$ cat src/include/cid_defines.svh
// register offsets, field positions, reset values and cycle counts
`ifndef CID_DEFINES_SVH
`define CID_DEFINES_SVH
`define CID_OFF_BYTE 12'h000
`define CID_OFF_STAT 12'h004
`define CID_OFF_OPER 12'h008
`define CID_OFF_ACC 12'h00C
`define CID_OFF_FLAG 12'h010
`define CID_OFF_OPND 12'h014
`define CID_FLG_CY 0
`define CID_FLG_PAR 1
`define CID_FLG_AC 2
`define CID_FLG_ZR 3
`define CID_FLG_SG 4
`define CID_ST_OPC_LSB 0
`define CID_ST_LEN_LSB 8
`define CID_ST_CYC_LSB 10
`define CID_ST_CLS_LSB 15
`define CID_ST_TAKEN 20
`define CID_ST_HALTED 21
`define CID_ST_IE 22
`define CID_ST_INTACK 23
`define CID_ST_SEQ_LSB 24
`define CID_OP_B2_LSB 0
`define CID_OP_B3_LSB 8
`define CID_OP_DST_LSB 16
`define CID_OP_SRC_LSB 19
`define CID_OP_PAIR_LSB 22
`define CID_ACC_RST 8'h00
`define CID_FLG_RST 5'h00
`define CID_OPND_RST 8'h00
`define CID_SEL_MEM 3'h6
`define CID_SEL_ACC 3'h7
`define CID_CYC_T4 5'h04
`define CID_CYC_T5 5'h05
`define CID_CYC_T7 5'h07
`define CID_CYC_T10 5'h0A
`define CID_CYC_T11 5'h0B
`define CID_CYC_T13 5'h0D
`define CID_CYC_T16 5'h10
`define CID_CYC_T17 5'h11
`define CID_CYC_T18 5'h12
`endif

$ cat src/include/cid_pkg.sv
// types shared by the instruction decoder
package cid_pkg;
  typedef enum logic [4:0] {
    c_no_operation = 5'h00, c_copy_register = 5'h01,
    c_halt_processor = 5'h02, c_load_immediate_8 = 5'h03,
    c_increment_8 = 5'h04, c_decrement_8 = 5'h05,
    c_acc_op = 5'h06, c_acc_op_immediate = 5'h07,
    c_rotate = 5'h08, c_branch_always = 5'h09,
    c_branch_cond = 5'h0A, c_call = 5'h0B, c_call_cond = 5'h0C,
    c_subroutine_exit = 5'h0D, c_exit_cond = 5'h0E,
    c_restart = 5'h0F, c_port_in = 5'h10, c_port_out = 5'h11,
    c_load_pair_immediate = 5'h12, c_push = 5'h13, c_pop = 5'h14,
    c_direct = 5'h15, c_indirect = 5'h16, c_pair_step = 5'h17,
    c_double_add = 5'h18, c_swap_de_hl = 5'h19,
    c_swap_stack_top_hl = 5'h1A, c_hl_to_stack_pointer = 5'h1B,
    c_hl_to_program_counter = 5'h1C, c_flag_acc_misc = 5'h1D,
    c_interrupts_on = 5'h1E, c_interrupts_off = 5'h1F
  } cid_cls_t;
  typedef enum logic [1:0] {
    seq_opcode = 2'h0, seq_byte2 = 2'h1, seq_byte3 = 2'h2
  } cid_seq_t;
  typedef enum logic [2:0] {
    op_add = 3'h0, op_add_carry = 3'h1, op_sub = 3'h2,
    op_difference_with_borrow = 3'h3, op_bitwise_and_acc = 3'h4,
    op_bitwise_xor_acc = 3'h5, op_bitwise_or_acc = 3'h6,
    op_compare_acc = 3'h7
  } cid_aluop_t;
endpackage

$ cat src/rtl/cid_decoder.sv
// 8-bit instruction decoder with accumulator, flags and apb registers
//
// Our own choices: register access over APB and the address map.
`timescale 1ns/10ps
`include "cid_defines.svh"
// Operation
// - instructions are one to three bytes, fed in order; data is 8 bits
// - register fields: B C D E H L, memory at HL, accumulator
// - register copy takes 5 cycles without memory
// - copies to or from memory via HL take 7 cycles
// - immediate byte load: 7 cycles, 10 into memory
// - 8-bit increment/decrement: 5 cycles, 10 on memory
// - eight accumulator ops with register source: 4 cycles, memory 7
// - same eight ops with immediate second byte: 7 cycles
// - four accumulator rotates, 4 cycles each
// - call 17 cycles; conditional call 11 not taken, 17 taken
// - exit 10 cycles; conditional exit 5 not taken, 11 taken
// - restart acts as vector call, 11 cycles
// - port input and output are two bytes, 10 cycles
// - pair immediate load 10 cycles, pp selects BC DE HL SP
// - push 11, pop 10; pp 11 means accumulator with flags
// - direct accumulator store/load 13, HL store/load 16 cycles
// - indirect accumulator store/load via BC or DE, 7 cycles
// - pair step 5 cycles, double add 10 cycles
// - swap DE/HL 4, stack top/HL 18, HL to SP or PC 5
// - complement, carry ops, decimal adjust, enables, no-op: 4 cycles
// - interrupt at instruction end replaces next instruction
module cid_decoder
  import cid_pkg::*;
(
  // clock and reset
  input wire logic pclk,
  input wire logic presetn,
  // apb slave
  input wire logic psel,
  input wire logic penable,
  input wire logic pwrite,
  input wire logic [11:0] paddr,
  input wire logic [31:0] pwdata,
  input wire logic [3:0] pstrb,
  output logic [31:0] prdata,
  output logic pready,
  output logic pslverr,
  // interrupt pins
  input wire logic int_req,
  output logic int_ack,
  // sequencing status
  output logic halted,
  output logic insn_done
);

  cid_seq_t seq_q;
  cid_cls_t cls_q;
  cid_cls_t d_cls;
  logic [7:0] op_q, b2_q, b3_q, acc_q, opnd_q, dbyte, acc_d;
  logic [4:0] flg_q, flg_d, cyc_q, d_cyc, cyc_fin;
  logic [1:0] len_q, d_len;
  logic taken_q, halted_q, ie_q, int_ack_q, done_q;
  logic int_s1, int_s2, int_take;
  logic wr_en, byte_wr, last, complete, cond_ok, addr_ok;
  logic [31:0] rd_mux, prdata_q;

  assign wr_en = psel & penable & pwrite;
  assign byte_wr = wr_en & (paddr == `CID_OFF_BYTE) & pstrb[0];
  // the opcode decodes from the bus while it is being written
  assign dbyte = (seq_q == seq_opcode) ? pwdata[7:0] : op_q;

  // opcode decode
  always_comb
  begin
    d_cls = c_no_operation;
    d_len = 2'd1;
    d_cyc = `CID_CYC_T4;
    casez (dbyte)
      8'b01110110:
      begin
        d_cls = c_halt_processor;
        d_cyc = `CID_CYC_T7;
      end
      8'b01??????:
      begin
        d_cls = c_copy_register;
        d_cyc = (dbyte[5:3] == `CID_SEL_MEM || dbyte[2:0] == `CID_SEL_MEM)
          ? `CID_CYC_T7 : `CID_CYC_T5;
      end
      8'b00???110:
      begin
        d_cls = c_load_immediate_8;
        d_len = 2'd2;
        d_cyc = (dbyte[5:3] == `CID_SEL_MEM) ? `CID_CYC_T10
          : `CID_CYC_T7;
      end
      8'b00???10?:
      begin
        d_cls = dbyte[0] ? c_decrement_8 : c_increment_8;
        d_cyc = (dbyte[5:3] == `CID_SEL_MEM) ? `CID_CYC_T10
          : `CID_CYC_T5;
      end
      8'b10??????:
      begin
        d_cls = c_acc_op;
        d_cyc = (dbyte[2:0] == `CID_SEL_MEM) ? `CID_CYC_T7
          : `CID_CYC_T4;
      end
      8'b11???110:
      begin
        d_cls = c_acc_op_immediate;
        d_len = 2'd2;
        d_cyc = `CID_CYC_T7;
      end
      8'b000??111: d_cls = c_rotate;
      8'b001??111: d_cls = c_flag_acc_misc;
      8'b11000011:
      begin
        d_cls = c_branch_always;
        d_len = 2'd3;
        d_cyc = `CID_CYC_T10;
      end
      8'b11???010:
      begin
        d_cls = c_branch_cond;
        d_len = 2'd3;
        d_cyc = `CID_CYC_T10;
      end
      8'b11001101:
      begin
        d_cls = c_call;
        d_len = 2'd3;
        d_cyc = `CID_CYC_T17;
      end
      8'b11???100:
      begin
        d_cls = c_call_cond;
        d_len = 2'd3;
        d_cyc = `CID_CYC_T11;
      end
      8'b11001001:
      begin
        d_cls = c_subroutine_exit;
        d_cyc = `CID_CYC_T10;
      end
      8'b11???000:
      begin
        d_cls = c_exit_cond;
        d_cyc = `CID_CYC_T5;
      end
      8'b11???111:
      begin
        d_cls = c_restart;
        d_cyc = `CID_CYC_T11;
      end
      8'b1101?011:
      begin
        d_cls = dbyte[3] ? c_port_in : c_port_out;
        d_len = 2'd2;
        d_cyc = `CID_CYC_T10;
      end
      8'b00??0001:
      begin
        d_cls = c_load_pair_immediate;
        d_len = 2'd3;
        d_cyc = `CID_CYC_T10;
      end
      8'b11??0101:
      begin
        d_cls = c_push;
        d_cyc = `CID_CYC_T11;
      end
      8'b11??0001:
      begin
        d_cls = c_pop;
        d_cyc = `CID_CYC_T10;
      end
      8'b001??010:
      begin
        d_cls = c_direct;
        d_len = 2'd3;
        d_cyc = dbyte[4] ? `CID_CYC_T13 : `CID_CYC_T16;
      end
      8'b000??010:
      begin
        d_cls = c_indirect;
        d_cyc = `CID_CYC_T7;
      end
      8'b00???011:
      begin
        d_cls = c_pair_step;
        d_cyc = `CID_CYC_T5;
      end
      8'b00??1001:
      begin
        d_cls = c_double_add;
        d_cyc = `CID_CYC_T10;
      end
      8'b11101011: d_cls = c_swap_de_hl;
      8'b11100011:
      begin
        d_cls = c_swap_stack_top_hl;
        d_cyc = `CID_CYC_T18;
      end
      8'b11111001:
      begin
        d_cls = c_hl_to_stack_pointer;
        d_cyc = `CID_CYC_T5;
      end
      8'b11101001:
      begin
        d_cls = c_hl_to_program_counter;
        d_cyc = `CID_CYC_T5;
      end
      8'b11111011: d_cls = c_interrupts_on;
      8'b11110011: d_cls = c_interrupts_off;
      default: d_cls = c_no_operation;
    endcase
  end

  // flag tests for conditional branches, calls and exits
  always_comb
  begin
    case (dbyte[5:3])
      3'h0: cond_ok = ~flg_q[`CID_FLG_ZR];
      3'h1: cond_ok = flg_q[`CID_FLG_ZR];
      3'h2: cond_ok = ~flg_q[`CID_FLG_CY];
      3'h3: cond_ok = flg_q[`CID_FLG_CY];
      3'h4: cond_ok = ~flg_q[`CID_FLG_PAR];
      3'h5: cond_ok = flg_q[`CID_FLG_PAR];
      3'h6: cond_ok = ~flg_q[`CID_FLG_SG];
      default: cond_ok = flg_q[`CID_FLG_SG];
    endcase
  end

  always_comb
  begin
    case (d_cls)
      c_call_cond: cyc_fin = cond_ok ? `CID_CYC_T17 : `CID_CYC_T11;
      c_exit_cond: cyc_fin = cond_ok ? `CID_CYC_T11 : `CID_CYC_T5;
      default: cyc_fin = d_cyc;
    endcase
  end

  // byte sequencing: later bytes follow the opcode in order
  assign last = (seq_q == seq_opcode && d_len == 2'd1)
    || (seq_q == seq_byte2 && d_len == 2'd2) || (seq_q == seq_byte3);
  // bytes offered while halted are dropped
  assign complete = byte_wr & ~halted_q & last;

  always_ff @(posedge pclk or negedge presetn)
  begin
    if (!presetn)
      seq_q <= seq_opcode;
    else if (byte_wr && !halted_q)
    begin
      case (seq_q)
        seq_opcode: seq_q <= last ? seq_opcode : seq_byte2;
        seq_byte2: seq_q <= last ? seq_opcode : seq_byte3;
        seq_byte3: seq_q <= seq_opcode;
        default: seq_q <= seq_opcode;
      endcase
    end
  end

  always_ff @(posedge pclk or negedge presetn)
  begin
    if (!presetn)
    begin
      op_q <= 8'h00;
      b2_q <= 8'h00;
      b3_q <= 8'h00;
    end
    else if (byte_wr && !halted_q)
    begin
      if (seq_q == seq_opcode)
        op_q <= pwdata[7:0];
      if (seq_q == seq_byte2)
        b2_q <= pwdata[7:0];
      if (seq_q == seq_byte3)
        b3_q <= pwdata[7:0];
    end
  end

  always_ff @(posedge pclk or negedge presetn)
  begin
    if (!presetn)
    begin
      cls_q <= c_no_operation;
      len_q <= 2'd1;
      cyc_q <= `CID_CYC_T4;
      taken_q <= 1'b0;
    end
    else if (complete)
    begin
      cls_q <= d_cls;
      len_q <= d_len;
      cyc_q <= cyc_fin;
      taken_q <= cond_ok;
    end
  end

  // accumulator and flag effects
  logic [7:0] opa, opb, res, incx;
  logic [8:0] sum;
  logic [4:0] nib;
  logic sub, cin, is_acc_dst, lo_adj, hi_adj;

  always_comb
  begin
    acc_d = acc_q;
    flg_d = flg_q;
    res = 8'h00;
    opa = acc_q;
    is_acc_dst = (dbyte[5:3] == `CID_SEL_ACC);
    opb = (dbyte[2:0] == `CID_SEL_ACC) ? acc_q : opnd_q;
    if (d_cls == c_acc_op_immediate || d_cls == c_load_immediate_8)
      opb = pwdata[7:0];
    // only sub, borrow-sub and compare invert; or shares bit 4
    sub = dbyte[4] & ~(dbyte[5] & ~dbyte[3])
      & (d_cls == c_acc_op || d_cls == c_acc_op_immediate);
    // carry enters only for the two carry ops, never for compare
    cin = (dbyte[3] & ~dbyte[5] & flg_q[`CID_FLG_CY]) ^ sub;
    if (sub)
      opb = ~opb;
    sum = {1'b0, opa} + {1'b0, opb} + {8'h00, cin};
    nib = {1'b0, opa[3:0]} + {1'b0, opb[3:0]} + {4'h0, cin};
    incx = is_acc_dst ? acc_q : opnd_q;
    lo_adj = (acc_q[3:0] > 4'h9) | flg_q[`CID_FLG_AC];
    hi_adj = (acc_q > 8'h99) | flg_q[`CID_FLG_CY];
    case (d_cls)
      c_copy_register:
        if (is_acc_dst)
          acc_d = opb;
      c_load_immediate_8:
        if (is_acc_dst)
          acc_d = opb;
      c_acc_op, c_acc_op_immediate:
      begin
        case (cid_aluop_t'(dbyte[5:3]))
          op_bitwise_and_acc:
          begin
            res = acc_q & opb;
            flg_d[`CID_FLG_CY] = 1'b0;
            flg_d[`CID_FLG_AC] = acc_q[3] | opb[3];
          end
          op_bitwise_xor_acc, op_bitwise_or_acc:
          begin
            res = dbyte[4] ? (acc_q | opb) : (acc_q ^ opb);
            flg_d[`CID_FLG_CY] = 1'b0;
            flg_d[`CID_FLG_AC] = 1'b0;
          end
          default:
          begin
            // subtraction adds the complement; carry reads as borrow
            res = sum[7:0];
            flg_d[`CID_FLG_CY] = sum[8] ^ sub;
            flg_d[`CID_FLG_AC] = nib[4];
          end
        endcase
        if (dbyte[5:3] != op_compare_acc)
          acc_d = res;
        flg_d[`CID_FLG_SG] = res[7];
        flg_d[`CID_FLG_ZR] = (res == 8'h00);
        flg_d[`CID_FLG_PAR] = ~^res;
      end
      c_increment_8, c_decrement_8:
      begin
        // carry is left alone by single-byte steps
        res = dbyte[0] ? (incx - 8'h01) : (incx + 8'h01);
        if (is_acc_dst)
          acc_d = res;
        flg_d[`CID_FLG_AC] = dbyte[0] ? (incx[3:0] != 4'h0)
          : (incx[3:0] == 4'hF);
        flg_d[`CID_FLG_SG] = res[7];
        flg_d[`CID_FLG_ZR] = (res == 8'h00);
        flg_d[`CID_FLG_PAR] = ~^res;
      end
      c_rotate:
      begin
        case (dbyte[4:3])
          2'h0: acc_d = {acc_q[6:0], acc_q[7]};
          2'h1: acc_d = {acc_q[0], acc_q[7:1]};
          2'h2: acc_d = {acc_q[6:0], flg_q[`CID_FLG_CY]};
          default: acc_d = {flg_q[`CID_FLG_CY], acc_q[7:1]};
        endcase
        flg_d[`CID_FLG_CY] = dbyte[3] ? acc_q[0] : acc_q[7];
      end
      c_flag_acc_misc:
      begin
        case (dbyte[4:3])
          2'h0:
          begin
            res = acc_q + (lo_adj ? 8'h06 : 8'h00);
            res = res + (hi_adj ? 8'h60 : 8'h00);
            acc_d = res;
            flg_d[`CID_FLG_CY] = hi_adj;
            flg_d[`CID_FLG_AC] = acc_q[3:0] > 4'h9;
            flg_d[`CID_FLG_SG] = res[7];
            flg_d[`CID_FLG_ZR] = (res == 8'h00);
            flg_d[`CID_FLG_PAR] = ~^res;
          end
          2'h1: acc_d = ~acc_q;
          2'h2: flg_d[`CID_FLG_CY] = 1'b1;
          default: flg_d[`CID_FLG_CY] = ~flg_q[`CID_FLG_CY];
        endcase
      end
      default: acc_d = acc_q;
    endcase
  end

  assign addr_ok = (paddr == `CID_OFF_BYTE) || (paddr == `CID_OFF_STAT)
    || (paddr == `CID_OFF_OPER) || (paddr == `CID_OFF_ACC)
    || (paddr == `CID_OFF_FLAG) || (paddr == `CID_OFF_OPND);

  always_ff @(posedge pclk or negedge presetn)
  begin
    if (!presetn)
      acc_q <= `CID_ACC_RST;
    else if (complete)
      acc_q <= acc_d;
    else if (wr_en && paddr == `CID_OFF_ACC && pstrb[0])
      acc_q <= pwdata[7:0];
  end

  always_ff @(posedge pclk or negedge presetn)
  begin
    if (!presetn)
      flg_q <= `CID_FLG_RST;
    else if (complete)
      flg_q <= flg_d;
    else if (wr_en && paddr == `CID_OFF_FLAG && pstrb[0])
      flg_q <= pwdata[4:0];
  end

  // value of a register or memory source, loaded by software
  always_ff @(posedge pclk or negedge presetn)
  begin
    if (!presetn)
      opnd_q <= `CID_OPND_RST;
    else if (wr_en && paddr == `CID_OFF_OPND && pstrb[0])
      opnd_q <= pwdata[7:0];
  end

  // interrupt request arrives asynchronously
  always_ff @(posedge pclk or negedge presetn)
  begin
    if (!presetn)
    begin
      int_s1 <= 1'b0;
      int_s2 <= 1'b0;
    end
    else
    begin
      int_s1 <= int_req;
      int_s2 <= int_s1;
    end
  end

  // taken at the last byte or while halted, so the next opcode is the vector instruction
  assign int_take = ie_q & int_s2 & (complete | halted_q);

  always_ff @(posedge pclk or negedge presetn)
  begin
    if (!presetn)
      ie_q <= 1'b0;
    else if (int_take)
      ie_q <= 1'b0;
    else if (complete && d_cls == c_interrupts_on)
      ie_q <= 1'b1;
    else if (complete && d_cls == c_interrupts_off)
      ie_q <= 1'b0;
  end

  always_ff @(posedge pclk or negedge presetn)
  begin
    if (!presetn)
      halted_q <= 1'b0;
    else if (int_take)
      halted_q <= 1'b0;
    else if (complete && d_cls == c_halt_processor)
      halted_q <= 1'b1;
  end

  // set wins over the clear by the next opcode byte
  always_ff @(posedge pclk or negedge presetn)
  begin
    if (!presetn)
      int_ack_q <= 1'b0;
    else if (int_take)
      int_ack_q <= 1'b1;
    else if (byte_wr && seq_q == seq_opcode)
      int_ack_q <= 1'b0;
  end

  always_ff @(posedge pclk or negedge presetn)
  begin
    if (!presetn)
      done_q <= 1'b0;
    else
      done_q <= complete;
  end

  always_comb
  begin
    rd_mux = 32'h0000_0000;
    case (paddr)
      `CID_OFF_BYTE: rd_mux[7:0] = op_q;
      `CID_OFF_STAT:
      begin
        rd_mux[`CID_ST_OPC_LSB +: 8] = op_q;
        rd_mux[`CID_ST_LEN_LSB +: 2] = len_q;
        rd_mux[`CID_ST_CYC_LSB +: 5] = cyc_q;
        rd_mux[`CID_ST_CLS_LSB +: 5] = cls_q;
        rd_mux[`CID_ST_TAKEN] = taken_q;
        rd_mux[`CID_ST_HALTED] = halted_q;
        rd_mux[`CID_ST_IE] = ie_q;
        rd_mux[`CID_ST_INTACK] = int_ack_q;
        rd_mux[`CID_ST_SEQ_LSB +: 2] = seq_q;
      end
      `CID_OFF_OPER:
      begin
        rd_mux[`CID_OP_B2_LSB +: 8] = b2_q;
        rd_mux[`CID_OP_B3_LSB +: 8] = b3_q;
        rd_mux[`CID_OP_DST_LSB +: 3] = op_q[5:3];
        rd_mux[`CID_OP_SRC_LSB +: 3] = op_q[2:0];
        rd_mux[`CID_OP_PAIR_LSB +: 2] = op_q[5:4];
      end
      `CID_OFF_ACC: rd_mux[7:0] = acc_q;
      `CID_OFF_FLAG: rd_mux[4:0] = flg_q;
      `CID_OFF_OPND: rd_mux[7:0] = opnd_q;
      default: rd_mux = 32'h0000_0000;
    endcase
  end

  // read data is captured in the setup cycle, so it reads as a flop
  always_ff @(posedge pclk or negedge presetn)
  begin
    if (!presetn)
      prdata_q <= 32'h0000_0000;
    else if (psel && !penable && !pwrite)
      prdata_q <= rd_mux;
  end

  assign prdata = prdata_q;
  assign pready = 1'b1;
  assign pslverr = psel & penable & ~addr_ok;
  assign int_ack = int_ack_q;
  assign halted = halted_q;
  assign insn_done = done_q;

endmodule // cid_decoder

$ cat config.mk
export PLATFORM = sky130hd
export DESIGN_NAME = cid_decoder
export DESIGN_NICKNAME = d
export VERILOG_FILES = /design/src/include/cid_pkg.sv /design/src/rtl/cid_decoder.sv
export VERILOG_INCLUDE_DIRS = /design/src /design/src/include
export SDC_FILE = /design/constraint.sdc
export NUM_CORES = 1
export LEC_CHECK = 0
export BUFFER_PORTS_ARGS = -buffer_cell sky130_fd_sc_hd__buf_4
export CAP_MARGIN = 0
export CORE_MARGIN = 10
export CORE_UTILIZATION = 51
export DETAILED_ROUTE_END_ITERATION = 12
export PLACE_DENSITY = 0.79
export REMOVE_ABC_BUFFERS = 1
export SYNTH_ARGS = -nofsm -noshare
export SYNTH_HDL_FRONTEND = slang
export SYNTH_SLANG_ARGS = --single-unit
$ cat constraint.sdc
create_clock -name pclk -period 5.1 [get_ports pclk]
set_input_delay 1.02 -clock pclk [delete_from_list [all_inputs] [get_ports pclk]]
set_output_delay 1.02 -clock pclk [all_outputs]
set_load 0.03 [all_outputs]
# Word-level counts from Yosys, hierarchy flattened
# Index checks and enable logic that the tools add are counted.
# word_totals
ff_bits,92
out_inout_bits,37
elab_cells,257
# classes
addsub,8
order_cmp,2
n_eq_ne,73
mux,60
bitwise,34
n_reduce_logical,61
# ops
op,n
$pmux W5 S28,1
$mux W8,13
$eq A8 B8 Y1 const B,9
$pmux W5 S11,1
$eq A5 B5 Y1 const B,8
$pmux W8 S5,1
$pmux W16 S2,1
$pmux W8 S2,2
$mux W5,6
$eq A5 B3 Y1 const B,5
$pmux W5 S5,1
$eq A12 B4 Y1 const B,2
$eq A12 B5 Y1 const B,2
$logic_not A8 Y1,3
$pmux W8 S3,1
$reduce_xnor A8 Y1,3
$eq A3 B3 Y1 const B,6
$eq A6 B4 Y1 const B,3
$mux W4,4
$not A8 Y8,2
$eq A5 B2 Y1 const B,3
$eq A5 B4 Y1 const B,3
$logic_and A1 B1 Y1,15
$and A1 B1 Y1,14
62 further kinds,129

# Depth between registers and ports, before layout
# logic_depth
ltp_word,17
ltp_mapped,27

# Least setup slack after synthesis
# No wires, ideal clock.
# synth_path
path_kind,in2reg
from,input port pwdata[6]
to,register flg_q[1]
setup_time_ps,143
arrival_ps,6058
path_slack_ps,-1101
stages,24
path_cell_list,buf_4 -> or4_4 -> o31a_2 -> a2111oi_1 -> a311o_1 -> and4bb_4 -> a2111oi_0 -> buf_2 -> xnor2_1 -> fa_1 -> fa_1 -> nand2_1 -> nand2b_1 -> a21oi_1 -> nor2_1 -> xnor2_1 -> mux2_2 -> ha_1 -> xor2_1 -> xnor2_1 -> xnor2_1 -> xnor2_1 -> a211oi_1 -> o31ai_1
# synth_between
elab_chain_cells,16
# synth_rtl
item,line_no,text
from (decl),cid_decoder.sv:39,"input wire logic [31:0] pwdata,"
$mux W8,-,
$eq A8 B8 Y1 (tied with other cells),cid_decoder.sv:74,casez (dbyte)
$pmux W5 S28,cid_decoder.sv:74,
$mux W5,cid_decoder.sv:74,
$eq A5 B3 Y1 / $eq A5 B2 Y1 (equally long branches),-,
$logic_or A1 B1 Y1,cid_decoder.sv:313,if (d_cls == c_acc_op_immediate || d_cls == c_load_immediate_8)
$mux W8,cid_decoder.sv:313,
$not A8 Y8,cid_decoder.sv:321,opb = ~opb;
$mux W8,cid_decoder.sv:320,if (sub)
$add A8 B8 Y9 (tied with other cells),cid_decoder.sv:322,"sum = {1'b0, opa} + {1'b0, opb} + {8'h00, cin};"
$add A9 B1 Y9 / $mux W8 (equally long branches),"cid_decoder.sv:322, cid_decoder.sv:345",
$pmux W8 S2,cid_decoder.sv:336,case (cid_aluop_t'(dbyte[5:3]))
$mux W8,cid_decoder.sv:327,case (d_cls)
$reduce_xnor A8 Y1,cid_decoder.sv:361,flg_d[`CID_FLG_PAR] = ~^res;
$pmux W4 S3,cid_decoder.sv:327,
$mux W5,cid_decoder.sv:426,else if (complete)
to (signal assigned),cid_decoder.sv:425,flg_q <= `CID_FLG_RST;
to (signal assigned),cid_decoder.sv:427,flg_q <= flg_d;
to (signal assigned),cid_decoder.sv:429,flg_q <= pwdata[4:0];
to (decl),cid_decoder.sv:56,"logic [4:0] flg_q, flg_d, cyc_q, d_cyc, cyc_fin;"
# Parallel ways exist; a longest one is shown, timed or not. The select of a mux whose other input is x is not followed.
# A chain may end at the register's enable or synchronous reset.

# Final worst setup path
# Same ends and word-level chain as after synthesis.

==> results.ini <==
[grt]
grt_max_degree=50
track_usage=0.2703
grt_pass1_wl_mm=46.06
grt_pass1_vias=8059
globalRouteOverflowTotal=0
antenna_found_initial=0

[floorplan]
fp-row-count=45
io_pins=91
dieArea_um2=21060
start_util=0.5232
die_x_um=145.1
fp.dieH_um=145.1
core_area_um2=15260

[sta]
hold_viol=0
worstMarginPinSlew_ns=0.9534
period_share=1.091
rsz0062_at_grt=true
max_slew_margin=0.3644
layout_setup_ws_ns=-0.4618
fmax_ghz=0.1798
period_needed_ns=5.562
hold_ws_ns=0.3693
setup_viol=5
drv_slew=0
skew_ns=0.009548

[finish]
finalNonFillerCells=1326
area_growth_pct=29.17
finalNetCount=1206
diodes=0
fill_cells=1241
layout-drive-gt1-share=0.3202

[synth]
synth_area_leaders=dfrtp_1 28%, ha_1 6.0%, nand2_1 5.7%, o21ai_0 5.4%, mux2_2 4.5%
ys_seq_area_frac=0.2887
synth_edf_count=0
async_reset_ff_frac=1.000
yosys.area.top_type=dfrtp_1
synth_area_um2=7983
synthTopCellsByCount=121 x nand2_1, 90 x dfrtp_1, 86 x o21ai_0
synth_area_per_cell_um2=8.510
ys_ff_latch=92
yosysWarnings=0
synthFlopType=dfrtp_1
syn-instance-count=938
synth.top_cell.area_share=0.2821
synth_cell_types=102
synth_most_common_cell=nand2_1

[power_and_ir_drop]
p_leak_nw=4.671
power_frac_clock=0.366
ir_drop_mv=0.2128
switching_share=0.2977
switching_power_mw=0.5974
internal_power_mw=1.409
comb_power_share=0.270
power_density_nw_per_um2=194.6
p_seq_frac=0.364

[setup_path]
crit_fanout=6
required_ns=5.30
reg2reg_slack_ns=-0.42
path_buf_inv=7
slowest_stage=or4_4
r2r_start=seq_q[0]$_DFFE_PN0P_
reg2reg_depth=27
start_kind=input port
slowest_delay_ns=0.49
timing_worst_setup_path_type=input port to flip-flop
endpoint_kind=flip-flop
worstSetupStartpoint=pwdata[6]
r2r_end=flg_q[1]$_DFFE_PN0P_
critPathTopFamily=compound AO/OA/AOI/OAI gates
arrival_ns=5.77
cpMostUsedCell=buf_6

[clock_tree]
cts_buffers=9
insertion_delay_ns=0.35
cts_tree=done
numClockSinks=92
htree_levels=3
clock_tree.buffer_depth=2
clk_pin_slew_ns=0.07
root_buffer=clkbuf_16
holdBufCountCts=0

[detailed_routing]
ant_nets=0
wl_per_cell_um=22.78
drc=0
wirelength_mm=30.21
route.vias.total=8406
drtPass1Iterations=5
vias_per_cell=6.339
drtIter0Drc=976

[placed_design]
hpwlAfterDp_mm=22.81
globalplace.congestion=1.000
dpl.cell_count=1294
pre_cts_ws_ns=-1.066
port_buffers=56

[min_path]
worstHoldStart=int_s1$_DFF_PN0_
hold_depth=0
holdPathEnd=int_s2$_DFF_PN0_
hold_class=flip-flop to flip-flop

[run]
max_cap_viol_count=0

[run_status]
violations=negative setup slack
status=finished, violations left

what timing repair did:
action / CTS / global route
pin swaps: 19 / 26
buffers inserted: 12 / 8
gates resized for setup: 48 / 41
endpoints found under the setup margin: 9 / 9
logic make-up after synthesis:
group | Yosys count | synth area share
AO/OA/AOI/OAI | 298 | 0.2549
AND/OR/NAND/NOR | 286 | 0.1787
buffers and inverters | 112 | 0.07194
flip-flops | 92 | 0.2887
multiplexers | 67 | 0.09248
adder cells (fa/ha/maj) | 42 | 0.06959
XOR/XNOR | 39 | 0.04279
other | 2 | 0.0009408
flip-flops by register name (all words and copies together), names as in the netlist, 2 cells and up:
name,flops
len_q,2
flg_q,5
cyc_q,5
prdata,26
seq_q,2
b3_q,8
acc_q,8
b2_q,8
op_q,8
cls_q,5
opnd_q,8
power groups by stage:
| stage | registers, mW | clock network, mW | logic, mW |
|---|---|---|---|
| finish | 0.731 | 0.735 | 0.541 |
| global route | 0.731 | 0.768 | 0.574 |
| CTS | 0.731 | 0.736 | 0.495 |
| detailed placement | 0.745 | 0 | 0.454 |
| global placement | 0.745 | 0 | 0.448 |
| floorplan | 0.745 | 0 | 0.244 |
per-stage QoR:
stage / util / setup TNS [ns] / instance area, um^2 / power (mW)
floorplan: - / -32.74 / 7581 / 0.9888
global placement: 0.6184 / -6.131 / 9435 / 1.193
detailed placement: 0.6184 / -6.586 / 9435 / 1.199
CTS: 0.6627 / -1.491 / 10110 / 1.962
global route: 0.6758 / -2.527 / 10310 / 2.072
finish: 0.6758 / -1.448 / 10310 / 2.007
how the worst max path moves through the flow:
| stage | depth (start not counted) | slack, ns | to |
|---|---|---|---|
| 5_1_grt | 26 | -0.66 | flg_q[1]$_DFFE_PN0P_ |
| 3_5_place_dp | 24 | -1.07 | flg_q[1]$_DFFE_PN0P_ |
| 3_3_place_gp | 24 | -1.04 | flg_q[1]$_DFFE_PN0P_ |
| 4_1_cts | 24 | -0.42 | flg_q[1]$_DFFE_PN0P_ |
| 6_report | 27 | -0.46 | flg_q[1]$_DFFE_PN0P_ |
| 2_1_floorplan | 20 | -3.41 | flg_q[1]$_DFFE_PN0P_ |
layer usage:
| metal | GRT usage | wire [um] | vias up | share of wire |
|---|---|---|---|---|
| met5 | 0 | 0 | - | 0 |
| met4 | 0.1274 | 1536 | 0 | 0.051 |
| met3 | 0.05744 | 2508 | 115 | 0.083 |
| met2 | 0.4520 | 14550 | 509 | 0.48 |
| met1 | 0.3245 | 11620 | 4016 | 0.38 |
| li1 | - | - | 3766 | - |
layout make-up:
class | count | area, um^2 | share of cell area
sequential | 92 | 2305 | 0.2235
clock inverter | 6 | 93.84 | 0.009101
timing repair buffer | 227 | 1794 | 0.1740
multi-input combinational | 739 | 5472 | 0.5306
clock buffer | 10 | 229.0 | 0.02221
tap | 211 | 264.0 | 0.02560
inverter | 41 | 153.9 | 0.01493
placed cells by master, fill, tap and decap left out, types with 9 or more instances in the layout:
cell       netlist  final
buf_4           10    212
nand2_1        121    119
dfrtp_1         90     90
o21ai_0         86     74
nor2_1          60     59
a21oi_1         56     46
inv_1           39     39
ha_1            38     35
mux2_2          32     31
mux2i_1         31     31
xnor2_1         31     29
a22oi_1         20     20
o211ai_1        15     15
nor3_1          17     14
a31oi_1         11     11
o21ai_1          2     11
nand3_1         11     11
o22ai_1         11     10
buf_6           14     10
o31ai_1         11      9
a21oi_2          0      9
clkbuf_16        0      9
Power figures use the tool's default switching activity.
